## src/mls_pkg.sv

```systemverilog
// Purpose: Shared constants and carrier types for the label stack comparator
// Assumes: 32-bit AHB-Lite register bus, word access only
// Notes: Flow records live in mls_flow_mem; shared settings in the top
package mls_pkg;

    localparam int FLOWS = 8;
    localparam int FLOW_W = 3;
    localparam int CHANNELS = 4;
    localparam int CH_W = 2;
    localparam int MAX_LABELS = 4;
    localparam int CNT_W = 3;
    localparam int LABEL_W = 20;
    localparam int WORD_OCTETS = 4;
    localparam int OFFSET_W = 5;
    localparam int PTR_W = 3;
    localparam int ADDR_W = 12;
    localparam int FIELD_W = 4;

    // Label word layout
    localparam int LABEL_MSB = 31;
    localparam int LABEL_LSB = 12;
    localparam int SBIT_POS = 8;
    localparam int TRL_NIB_MSB = 31;
    localparam int TRL_NIB_LSB = 28;

    // Register map, byte addresses
    localparam logic [ADDR_W-1:0] REG_CTRL = 12'h000;
    localparam logic [ADDR_W-1:0] REG_PTR_B = 12'h004;
    localparam logic [ADDR_W-1:0] REG_STATUS = 12'h008;
    localparam logic [2:0] FLOW_REGION = 3'h1;
    localparam int FLOW_REGION_LSB = 9;
    localparam int FLOW_IDX_LSB = 6;
    localparam int FIELD_LSB = 2;

    // Fields of one flow record
    localparam logic [FIELD_W-1:0] FLD_CFG = 4'h0;
    localparam logic [FIELD_W-1:0] FLD_LOW0 = 4'h1;
    localparam logic [FIELD_W-1:0] FLD_HIGH0 = 4'h5;
    localparam logic [FIELD_W-1:0] FLD_LAST = 4'h8;

    // Flow config word bits
    localparam int CFG_ACT = 0;
    localparam int CFG_TRL = 1;
    localparam int CFG_ORG = 2;
    localparam int CFG_SET = 3;
    localparam int CFG_DEPTH_LSB = 4;
    localparam int CFG_CHAN_LSB = 8;

    // Control and status bits
    localparam int CTRL_PTR_LSB = 0;
    localparam int CTRL_MODE = 3;
    localparam int ST_BUSY = 0;
    localparam int ST_MATCH = 1;
    localparam int ST_FLOW_LSB = 4;
    localparam int ST_DEPTH_LSB = 8;
    localparam int ST_OFFSET_LSB = 12;
    localparam int ST_PTR_LSB = 20;

    localparam logic HRESP_OKAY = 1'b0;

    typedef struct packed {
        logic activation;
        logic trailer_word_expected;
        logic search_origin_select;
        logic follow_on_set_select;
        logic [MAX_LABELS-1:0] allowed_depth_mask;
        logic [CHANNELS-1:0] flow_channel_select;
        logic [MAX_LABELS-1:0][LABEL_W-1:0] label_low_bound;
        logic [MAX_LABELS-1:0][LABEL_W-1:0] label_high_bound;
    } mls_flow_cfg_t;

    typedef struct packed {
        logic sof;
        logic eof;
        logic [31:0] data;
    } mls_word_t;

    typedef struct packed {
        logic valid;
        logic match;
        logic [FLOW_W-1:0] flow;
        logic [PTR_W-1:0] next_ptr;
        logic [OFFSET_W-1:0] offset;
        logic [CNT_W-1:0] depth;
    } mls_result_t;

endpackage

```

## src/mls_comparator.sv

```systemverilog
// Purpose: Label stack comparator stage with AHB-Lite register access
// Assumes: Words arrive from logic on core_clk, one per in_valid/in_ready
// Notes: Flows are scanned one per cycle after the stack is collected
`timescale 1ns/1ns
module mls_comparator
    import mls_pkg::*;
(
    input wire logic core_clk,
    input wire logic resetn,
    input wire logic hsel,
    input wire logic [31:0] haddr,
    input wire logic [1:0] htrans,
    input wire logic hwrite,
    input wire logic [2:0] hsize,
    input wire logic [31:0] hwdata,
    input wire logic hready,
    output logic hreadyout,
    output logic hresp,
    output logic [31:0] hrdata,
    input wire logic in_valid,
    input wire mls_word_t in_word,
    input wire logic [CH_W-1:0] in_channel,
    output logic in_ready,
    output mls_result_t result
);
    typedef enum logic [1:0] {BUS_IDLE, BUS_WR, BUS_RD, BUS_RDW} mls_bus_t;
    typedef enum logic [2:0] {E_IDLE, E_LABEL, E_TRAILER, E_EVAL, E_DONE} mls_eng_t;

    typedef struct packed {
        mls_bus_t bus;
        logic [ADDR_W-1:0] addr;
        logic hready;
        logic hresp;
        logic [31:0] hrdata;
        logic [PTR_W-1:0] ptr_a;
        logic [PTR_W-1:0] ptr_b;
        logic mode;
        mls_eng_t eng;
        logic [MAX_LABELS-1:0][LABEL_W-1:0] labels;
        logic [CNT_W-1:0] cnt;
        logic bad;
        logic [CH_W-1:0] chan;
        logic trl_have;
        logic [3:0] trl_nib;
        // One bit wider than a flow index so it can reach FLOWS
        logic [FLOW_W:0] scan;
        logic pend;
        logic [FLOW_W-1:0] pend_flow;
        logic hit;
        logic [FLOW_W-1:0] hit_flow;
        logic hit_set;
        logic hit_trl;
        logic in_ready;
        mls_result_t res;
    } mls_state_t;

    mls_state_t st_q;
    mls_state_t st_d;
    logic rst_n;
    logic mem_wr_en;
    logic [FIELD_W-1:0] mem_wr_field;
    logic mem_rd_en;
    logic [FLOW_W-1:0] mem_rd_flow;
    mls_flow_cfg_t mem_rd_data;
    logic bus_rd_issue;
    logic accept;
    logic sbit;
    logic [LABEL_W-1:0] in_label;

    function automatic logic in_flow_region(input logic [ADDR_W-1:0] a);
        return a[ADDR_W-1:FLOW_REGION_LSB] == FLOW_REGION;
    endfunction

    function automatic logic [FIELD_W-1:0] field_of(input logic [ADDR_W-1:0] a);
        return a[FIELD_LSB +: FIELD_W];
    endfunction

    function automatic logic [FLOW_W-1:0] flow_of(input logic [ADDR_W-1:0] a);
        return a[FLOW_IDX_LSB +: FLOW_W];
    endfunction

    // Register view of one stored field
    function automatic logic [31:0] field_read(input mls_flow_cfg_t c,
                                               input logic [FIELD_W-1:0] f);
        logic [31:0] v;
        v = '0;
        if (f == FLD_CFG) begin
            v[CFG_ACT] = c.activation;
            v[CFG_TRL] = c.trailer_word_expected;
            v[CFG_ORG] = c.search_origin_select;
            v[CFG_SET] = c.follow_on_set_select;
            v[CFG_DEPTH_LSB +: MAX_LABELS] = c.allowed_depth_mask;
            v[CFG_CHAN_LSB +: CHANNELS] = c.flow_channel_select;
        end else if (f < FLD_HIGH0) begin
            v[LABEL_W-1:0] = c.label_low_bound[2'(f - FLD_LOW0)];
        end else if (f <= FLD_LAST) begin
            v[LABEL_W-1:0] = c.label_high_bound[2'(f - FLD_HIGH0)];
        end
        return v;
    endfunction

    // Full per-flow verdict on the collected stack
    function automatic logic flow_hits(input mls_flow_cfg_t c,
                                       input logic [MAX_LABELS-1:0][LABEL_W-1:0] lab,
                                       input logic [CNT_W-1:0] cnt,
                                       input logic bad,
                                       input logic [CH_W-1:0] ch,
                                       input logic trl_have,
                                       input logic [3:0] trl_nib);
        logic ok;
        int pos;
        ok = c.activation & c.flow_channel_select[ch] & !bad;
        if (ok) begin
            ok = c.allowed_depth_mask[2'(cnt - 3'h1)];
        end
        // Pairs that fall outside the stack are left unchecked
        for (int i = 0; i < MAX_LABELS; i++) begin
            pos = c.search_origin_select ? int'(cnt) - MAX_LABELS + i : i;
            if (pos >= 0 && pos < int'(cnt)) begin
                if (lab[pos] < c.label_low_bound[i] ||
                    lab[pos] > c.label_high_bound[i]) begin
                    ok = 1'b0;
                end
            end
        end
        if (c.trailer_word_expected && (!trl_have || trl_nib != 4'h0)) begin
            ok = 1'b0;
        end
        return ok;
    endfunction

    mls_rst_sync u_rst_sync (
        .clk(core_clk),
        .rst_n_in(resetn),
        .rst_n_out(rst_n)
    );

    mls_flow_mem u_flow_mem (
        .clk(core_clk),
        .rst_n(rst_n),
        .wr_en(mem_wr_en),
        .wr_flow(flow_of(st_q.addr)),
        .wr_field(mem_wr_field),
        .wr_data(hwdata),
        .rd_en(mem_rd_en),
        .rd_flow(mem_rd_flow),
        .rd_data(mem_rd_data)
    );

    // Word taken only while the registered ready stands
    assign accept = in_valid & st_q.in_ready;
    assign sbit = in_word.data[SBIT_POS];
    assign in_label = in_word.data[LABEL_MSB:LABEL_LSB];

    always_comb begin
        st_d = st_q;
        st_d.res.valid = 1'b0;
        st_d.hresp = HRESP_OKAY;
        mem_wr_en = 1'b0;
        mem_wr_field = field_of(st_q.addr);
        bus_rd_issue = 1'b0;
        mem_rd_en = 1'b0;
        mem_rd_flow = flow_of(st_q.addr);

        // Register bus slave
        // Address phase taken only while ready, so no wait state drops one
        if (hsel && htrans[1] && hready) begin
            st_d.addr = haddr[ADDR_W-1:0];
            st_d.bus = hwrite ? BUS_WR : BUS_RD;
            st_d.hready = 1'b0;
        end else begin
            unique case (st_q.bus)
                BUS_IDLE: begin
                end
                BUS_WR: begin
                    if (st_q.addr == REG_CTRL) begin
                        st_d.ptr_a = hwdata[CTRL_PTR_LSB +: PTR_W];
                        st_d.mode = hwdata[CTRL_MODE];
                    end else if (st_q.addr == REG_PTR_B) begin
                        st_d.ptr_b = hwdata[CTRL_PTR_LSB +: PTR_W];
                    end else if (in_flow_region(st_q.addr)) begin
                        mem_wr_en = 1'b1;
                    end
                    st_d.hready = 1'b1;
                    st_d.bus = BUS_IDLE;
                end
                BUS_RD: begin
                    // Memory read one cycle ahead of the read data
                    bus_rd_issue = in_flow_region(st_q.addr);
                    st_d.bus = BUS_RDW;
                end
                BUS_RDW: begin
                    st_d.hrdata = '0;
                    if (st_q.addr == REG_CTRL) begin
                        st_d.hrdata[CTRL_PTR_LSB +: PTR_W] = st_q.ptr_a;
                        st_d.hrdata[CTRL_MODE] = st_q.mode;
                    end else if (st_q.addr == REG_PTR_B) begin
                        st_d.hrdata[CTRL_PTR_LSB +: PTR_W] = st_q.ptr_b;
                    end else if (st_q.addr == REG_STATUS) begin
                        st_d.hrdata[ST_BUSY] = st_q.eng != E_IDLE;
                        st_d.hrdata[ST_MATCH] = st_q.res.match;
                        st_d.hrdata[ST_FLOW_LSB +: FLOW_W] = st_q.res.flow;
                        st_d.hrdata[ST_DEPTH_LSB +: CNT_W] = st_q.res.depth;
                        st_d.hrdata[ST_OFFSET_LSB +: OFFSET_W] = st_q.res.offset;
                        st_d.hrdata[ST_PTR_LSB +: PTR_W] = st_q.res.next_ptr;
                    end else if (in_flow_region(st_q.addr)) begin
                        st_d.hrdata = field_read(mem_rd_data, field_of(st_q.addr));
                    end
                    st_d.hready = 1'b1;
                    st_d.bus = BUS_IDLE;
                end
            endcase
        end

        // Stack collection and flow scan
        unique case (st_q.eng)
            E_IDLE: begin
                if (accept && in_word.sof) begin
                    st_d.labels = '0;
                    st_d.labels[0] = in_label;
                    st_d.cnt = CNT_W'(1);
                    st_d.chan = in_channel;
                    st_d.bad = 1'b0;
                    st_d.trl_have = 1'b0;
                    st_d.trl_nib = 4'h0;
                    st_d.scan = '0;
                    st_d.pend = 1'b0;
                    st_d.hit = 1'b0;
                    if (sbit) begin
                        st_d.eng = in_word.eof ? E_EVAL : E_TRAILER;
                    end else if (in_word.eof) begin
                        st_d.bad = 1'b1;
                        st_d.eng = E_EVAL;
                    end else begin
                        st_d.eng = E_LABEL;
                    end
                end
            end
            E_LABEL: begin
                if (accept) begin
                    st_d.labels[st_q.cnt[1:0]] = in_label;
                    st_d.cnt = st_q.cnt + CNT_W'(1);
                    if (sbit) begin
                        st_d.eng = in_word.eof ? E_EVAL : E_TRAILER;
                    // Fourth label without bottom bit, or early frame end
                    end else if (st_q.cnt == CNT_W'(MAX_LABELS - 1) || in_word.eof) begin
                        st_d.bad = 1'b1;
                        st_d.eng = E_EVAL;
                    end
                end
            end
            E_TRAILER: begin
                // Word after the bottom label is the trailer candidate
                if (accept) begin
                    st_d.trl_have = 1'b1;
                    st_d.trl_nib = in_word.data[TRL_NIB_MSB:TRL_NIB_LSB];
                    st_d.eng = E_EVAL;
                end
            end
            E_EVAL: begin
                if (st_q.pend && flow_hits(mem_rd_data, st_q.labels, st_q.cnt, st_q.bad,
                                           st_q.chan, st_q.trl_have, st_q.trl_nib)) begin
                    if (!st_q.hit || st_q.mode) begin
                        st_d.hit = 1'b1;
                        st_d.hit_flow = st_q.pend_flow;
                        st_d.hit_set = mem_rd_data.follow_on_set_select;
                        st_d.hit_trl = mem_rd_data.trailer_word_expected;
                    end
                end
                st_d.pend = 1'b0;
                // One record read per cycle; scan stalls while the bus reads
                if (!bus_rd_issue && st_q.scan != (FLOW_W + 1)'(FLOWS)) begin
                    mem_rd_en = 1'b1;
                    mem_rd_flow = st_q.scan[FLOW_W-1:0];
                    st_d.pend = 1'b1;
                    st_d.pend_flow = st_q.scan[FLOW_W-1:0];
                    st_d.scan = st_q.scan + (FLOW_W + 1)'(1);
                end else if (st_q.scan == (FLOW_W + 1)'(FLOWS) && !st_q.pend) begin
                    st_d.eng = E_DONE;
                end
            end
            E_DONE: begin
                st_d.res.valid = 1'b1;
                st_d.res.match = st_q.hit;
                st_d.res.flow = st_q.hit_flow;
                st_d.res.depth = st_q.cnt;
                // No match reports set A and no trailer octets
                st_d.res.next_ptr = (st_q.hit && st_q.hit_set) ?
                    st_q.ptr_b : st_q.ptr_a;
                st_d.res.offset = OFFSET_W'((int'(st_q.cnt) + int'(st_q.hit && st_q.hit_trl))
                                            * WORD_OCTETS);
                st_d.eng = E_IDLE;
            end
            default: begin
                st_d.eng = E_IDLE;
            end
        endcase
        // Bus read owns the memory port over the scan
        if (bus_rd_issue) begin
            mem_rd_en = 1'b1;
            mem_rd_flow = flow_of(st_q.addr);
        end
        // Ready from the next state, so it stays registered
        st_d.in_ready = st_d.eng == E_IDLE || st_d.eng == E_LABEL || st_d.eng == E_TRAILER;
    end

    always_ff @(posedge core_clk or negedge rst_n) begin
        if (!rst_n) begin
            st_q <= '0;
            // Bus ready idles high so the first address phase is taken
            st_q.hready <= 1'b1;
        end else begin
            st_q <= st_d;
        end
    end

    assign hreadyout = st_q.hready;
    assign hresp = st_q.hresp;
    assign hrdata = st_q.hrdata;
    assign in_ready = st_q.in_ready;
    assign result = st_q.res;
endmodule

```

## src/mls_flow_mem.sv

```systemverilog
// Purpose: Per-flow match settings, field-wise write, whole-record read
// Assumes: One write and one read per cycle
// Notes: Read data is registered, valid the cycle after rd_en
`timescale 1ns/1ns
module mls_flow_mem
    import mls_pkg::*;
(
    input wire logic clk,
    input wire logic rst_n,
    input wire logic wr_en,
    input wire logic [FLOW_W-1:0] wr_flow,
    input wire logic [FIELD_W-1:0] wr_field,
    input wire logic [31:0] wr_data,
    input wire logic rd_en,
    input wire logic [FLOW_W-1:0] rd_flow,
    output mls_flow_cfg_t rd_data
);
    typedef struct packed {
        mls_flow_cfg_t [FLOWS-1:0] rec;
        mls_flow_cfg_t rd;
    } mls_mem_state_t;

    mls_mem_state_t st_q;
    mls_mem_state_t st_d;

    always_comb begin
        st_d = st_q;
        if (wr_en) begin
            if (wr_field == FLD_CFG) begin
                st_d.rec[wr_flow].activation = wr_data[CFG_ACT];
                st_d.rec[wr_flow].trailer_word_expected = wr_data[CFG_TRL];
                st_d.rec[wr_flow].search_origin_select = wr_data[CFG_ORG];
                st_d.rec[wr_flow].follow_on_set_select = wr_data[CFG_SET];
                st_d.rec[wr_flow].allowed_depth_mask = wr_data[CFG_DEPTH_LSB +: MAX_LABELS];
                st_d.rec[wr_flow].flow_channel_select = wr_data[CFG_CHAN_LSB +: CHANNELS];
            end else if (wr_field < FLD_HIGH0) begin
                st_d.rec[wr_flow].label_low_bound[2'(wr_field - FLD_LOW0)] =
                    wr_data[LABEL_W-1:0];
            end else if (wr_field <= FLD_LAST) begin
                st_d.rec[wr_flow].label_high_bound[2'(wr_field - FLD_HIGH0)] =
                    wr_data[LABEL_W-1:0];
            end
        end
        if (rd_en) begin
            st_d.rd = st_q.rec[rd_flow];
        end
    end

    always_ff @(posedge clk or negedge rst_n) begin
        if (!rst_n) begin
            st_q <= '0;
        end else begin
            st_q <= st_d;
        end
    end

    assign rd_data = st_q.rd;
endmodule

```

## src/mls_rst_sync.sv

```systemverilog
// Purpose: Releases the asynchronous reset through two flip-flops
// Assumes: Reset input active low
// Notes: Assertion is immediate, release follows two clock edges
`timescale 1ns/1ns
module mls_rst_sync (
    input wire logic clk,
    input wire logic rst_n_in,
    output logic rst_n_out
);
    logic [1:0] sync_q;
    logic [1:0] sync_d;

    always_comb begin
        sync_d = {sync_q[0], 1'b1};
    end

    always_ff @(posedge clk or negedge rst_n_in) begin
        if (!rst_n_in) begin
            sync_q <= 2'h0;
        end else begin
            sync_q <= sync_d;
        end
    end

    assign rst_n_out = sync_q[1];
endmodule
```

## config.mk

```make
export PLATFORM = sky130hd
export DESIGN_NAME = mls_comparator
export DESIGN_NICKNAME = d
export VERILOG_FILES = /design/src/mls_pkg.sv /design/src/mls_comparator.sv /design/src/mls_flow_mem.sv /design/src/mls_rst_sync.sv
export SDC_FILE = /design/constraint.sdc
export NUM_CORES = 2
export LEC_CHECK = 0
export BUFFER_PORTS_ARGS = -buffer_cell sky130_fd_sc_hd__clkbuf_2
export CAP_MARGIN = 40
export CORE_MARGIN = 3
export CORE_UTILIZATION = 40
export DETAILED_ROUTE_END_ITERATION = 6
export GPL_ROUTABILITY_DRIVEN = 0
export PLACE_DENSITY = 0.56
export SLEW_MARGIN = 20
export SYNTH_ARGS = -nofsm -noshare
export SYNTH_HDL_FRONTEND = slang
export SYNTH_SLANG_ARGS = --single-unit
```

## constraint.sdc

```tcl
create_clock -name core_clk -period 60.5 [get_ports core_clk]
set_input_delay 6.05 -clock core_clk [delete_from_list [all_inputs] [get_ports core_clk]]
set_output_delay 6.05 -clock core_clk [all_outputs]
set_load 0.02 [all_outputs]
```

==> results list <==
- Number of buffers inserted during clock tree synthesis: 184
* Capture point of the critical path: u_flow_mem.rd_data[134]
* Total global routing overflow: 0
- Number of antenna violations at the first check in global routing: 20
* Net count of the finished layout: 6141
- FF+latch count, synth: 1718
- Vias/cell: 5.66
* Synth-to-Final Area Change: 12.2%
* Number of fill cells: 18200
- Of the post-synthesis cell area, the part taken by muxes is 34.3%.
* XOR/XNOR share of the synthesized area: 0.0425%
* Global-route wire length before repair: 345000 µm
- In the global route stage, overall resource usage came out at 22.0%.
* Root buffer selected by CTS: clkbuf_16
- CP Cell Sequence: clkbuf_2, nand3_2, nand2_1, or3_4, nand3_2, mux2i_4, buf_4, buf_12, buf_4, buf_16, buf_12, mux4_2, mux2i_1, a21oi_1
- Static timing analysis puts the maximum clock frequency at 0.0884 GHz.
- Worst Reg-to-Reg Cells: 13
- In this run the static leakage power is 45.1 nW.
- Pin count of the biggest net entering global routing: 189
- Number of top-level design ports: 162
- Detailed-route via count: 49200
- Area share of and/or/nand/nor cells after synthesis: 3.40%
* Yosys warning count: 0
- In this run, the clock network consumes 30.7% of the power.
- Largest family of logic cells by synthesized area: multiplexers
- Counting buffers and inverters, the worst setup path is 14 cells deep.
* Placed Instances: 8340
* RSZ-0062 raised after global routing: no
* Net switching power: 0.00133 W
* Clock Latency Late Sink: 0.84 ns
- Final setup vio count: 0
- The setup path with the least slack is of type input port to register.
* Synthesized-area fraction occupied by adder cells: 2.66%
* Final clock period utilization by the worst path: 18.7%
* Worst endpoint data arrival time: 11.97 ns
- STA classifies the critical path startpoint as an input port.
- The worst pin sits at a relative slew slack of 34.6%.
* CP endpoint kind: register
* Start point of the critical path: hsel
- The clock passes through at most 3 buffers.
- The die is 460 µm tall.
- Gates resized, CTS repair: 0
- Number of different library cells in the post-synthesis netlist: 66
- Residual DRC count: 0
- Die X-Extent: 460 µm
* Final hold violation count: 0
- Proportion of synthesized chip area in sequential cells: 52.1%
* Critical Path Slowest Stage Cell: buf_12
- For this block, the initial DRC count from the detailed router was 3707.
- Number of instances in the synthesized netlist: 5910
* Fraction of final layout cells sized beyond drive strength 1: 41.4%
- The worst register-to-register path ends at u_flow_mem.rd_data[134].
- Register-to-register setup slack: 54.21 ns
* Quantity of hold-fixing buffers added after cts: 0
- Count of H-tree levels built during CTS: 4
- The via count of the first global-routing pass is 49900.
* Share of flip-flops with an asynchronous set or reset after synthesis: 100%
* Sink Count: 1718
* Result of the run: finished clean
* TritonCTS clock tree: yes
- In the final routed layout, each cell accounts on average for 26.8 µm.
- In this run the worst path has a maximum fanout of 100.
- Synth Area per Inst: 14.0 µm²
- In this run the remaining antenna-violating nets after routing total 0.
- Area of placed instances: 86000 µm²
- The count of cells in the finished layout, fillers not included, comes to 8693.
* Worst slew pin tran: 0.981 ns
- The internal power of the cells totals 0.00240 W.
- Core region area: 205000 µm²
- The synthesized netlist devotes 3.62% of its cell area to compound gates.
- On the worst path, the slowest cell contributes a delay of 0.62 ns.
- Switching power as a share of total power: 35.6%
- The pre-antenna-repair detailed-routing pass consisted of 5 iterations.
* Power density over the cells: 40.3 nW/µm²
- After clock tree synthesis, the setup repair step added 0 buffers.
* Site Rows: 166
- Half-perimeter wire length of the detailed placement result: 151000 µm
- The worst path needs 11.31 ns of the cycle, external delays included.
- Portion of total power attributed to combinational logic: 30.8%
- Final design area excluding fillers: 92500 µm²
- MaxCap Viol Count: 0
- Worst IR drop on VDD: 0.0364 mV
- Class of the tightest hold or removal check: register to async pin
* Slew Limit Fails: 0
* Origin of the critical flop-to-flop path: st_q[176]
- Summed over all failing endpoints, the final setup total negative slack is 0 ns.
* Worst path required time: 61.16 ns
* Cell class contributing the biggest share of worst-path delay: buffers and inverters
* Top_reg_cell synth: dfrtp_1
- Total length of routed wires: 233000 µm
- During placement, the flow inserted port buffers numbering 102.
- For this configuration, the core starts out at a cell density of 40.3%.
- The die covers 212000 µm².
- Clk pin slew, worst setup/hold paths: 0.06 ns
* Number of enable-type register cells in the synthesized netlist: 0
* Clock skew after layout: 0.0316 ns
- Share of power burned in registers: 38.6%
- Summing every instance area after synthesis gives 82500 µm².
- Worst path buffer plus inverter count: 6
[how the worst min path moves through the flow]
stage / from / end / slack [ns] / depth (start not counted)
3_5_place_dp: u_rst_sync.sync_q[0] / u_rst_sync.sync_q[1] / 0.34 / 0
3_3_place_gp: u_rst_sync.sync_q[0] / u_rst_sync.sync_q[1] / 0.33 / 0
6_report: u_rst_sync.sync_q[1] / u_flow_mem.st_q[936] / 0.32 / 0
5_1_grt: u_rst_sync.sync_q[0] / u_rst_sync.sync_q[1] / 0.37 / 0
4_1_cts: u_rst_sync.sync_q[1] / u_flow_mem.st_q[694] / 0.35 / 0
2_1_floorplan: u_rst_sync.sync_q[0] / u_rst_sync.sync_q[1] / 0.33 / 0
[layout make-up]
class | instances | area [µm²] | share of cell area [%]
sequential | 1718 | 43000 | 46.5
multi-input combinational | 3477 | 36500 | 39.5
clock buffer | 279 | 5430 | 5.87
tap | 2688 | 3360 | 3.63
timing repair buffer | 298 | 2850 | 3.08
clock inverter | 52 | 717 | 0.775
inverter | 176 | 661 | 0.714
antenna | 5 | 12.5 | 0.0135
[power groups by stage]
stage               Combinational (W)  Sequential [W]  Clock [W]
floorplan                    0.000815         0.00137          0
global placement              0.00111         0.00145          0
detailed placement            0.00114         0.00145          0
CTS                           0.00114         0.00144    0.00117
global route                  0.00125         0.00145    0.00122
finish                        0.00115         0.00144    0.00114
[state kept, by name, indices dropped and copies added (netlist names)]
name / flops
u_flow_mem.rd_data: 172
u_flow_mem.st_q: 1376
hrdata: 23
in_ready: 1
hreadyout: 1
st_q: 125
u_rst_sync.sync_q: 2
result: 14
mem_wr_field: 4
[cell usage after synthesis (28+ instances only)]
master    number  area (µm²)
a21oi_1      250        1250
a22oi_1       29         218
buf_1         45         169
buf_2        115         576
buf_4         50         375
clkbuf_1     322        1210
dfrtp_1     1717       43000
ha_1         175        2190
inv_1        176         661
mux2_2      1416       15900
mux2i_1      258        2580
mux4_2       427        9620
nand2_1      256         961
nand3_1       28         140
nand4_1       28         175
nor2_1       256         961
o21ai_0      143         716
[per-stage QoR]
stage | hold slack [ns] | utilization [%] | worst slack [ns] | total power [W]
2_1_floorplan | 0.331 | - | 9.07 | 0.00218
3_3_place_gp | 0.335 | 41.6 | 47.93 | 0.00256
3_5_place_dp | 0.336 | 42.0 | 48.17 | 0.00259
4_1_cts | 0.348 | 45.0 | 49.04 | 0.00375
5_1_grt | 0.367 | 45.2 | 48.79 | 0.00392
6_report | 0.325 | 45.2 | 49.19 | 0.00373
[routing by layer]
layer	wire length, µm	vias to the layer above	GRT usage (%)
li1	-	21300	-
met1	107000	26400	32.0
met2	107000	1171	34.2
met3	12200	287	3.45
met4	6080	8	6.35
met5	57	-	0
[cell usage in the layout, fill, tap and decap left out, drive strengths merged, types with 18 or more instances in the layout]
cell type / instances
a21o: 18
a21oi: 250
a22oi: 29
buf: 207
clkbuf: 370
clkinv: 33
dfrtp: 1717
ha: 175
inv: 180
mux2: 1426
mux2i: 258
mux4: 427
nand2: 257
nand3: 30
nand4: 28
nor2: 257
o21ai: 143
[kinds of logic after synthesis]
logic type                 Yosys count
muxes                             2111
AOI/OAI and AO/OA                  522
other                                2
and+or+nand+nor                    652
DFF                               1718
xor gates and xnor gates             4
adders and majority gates          175
buffers and inverters              726
Note: power is estimated with default switching activity, not from simulation.
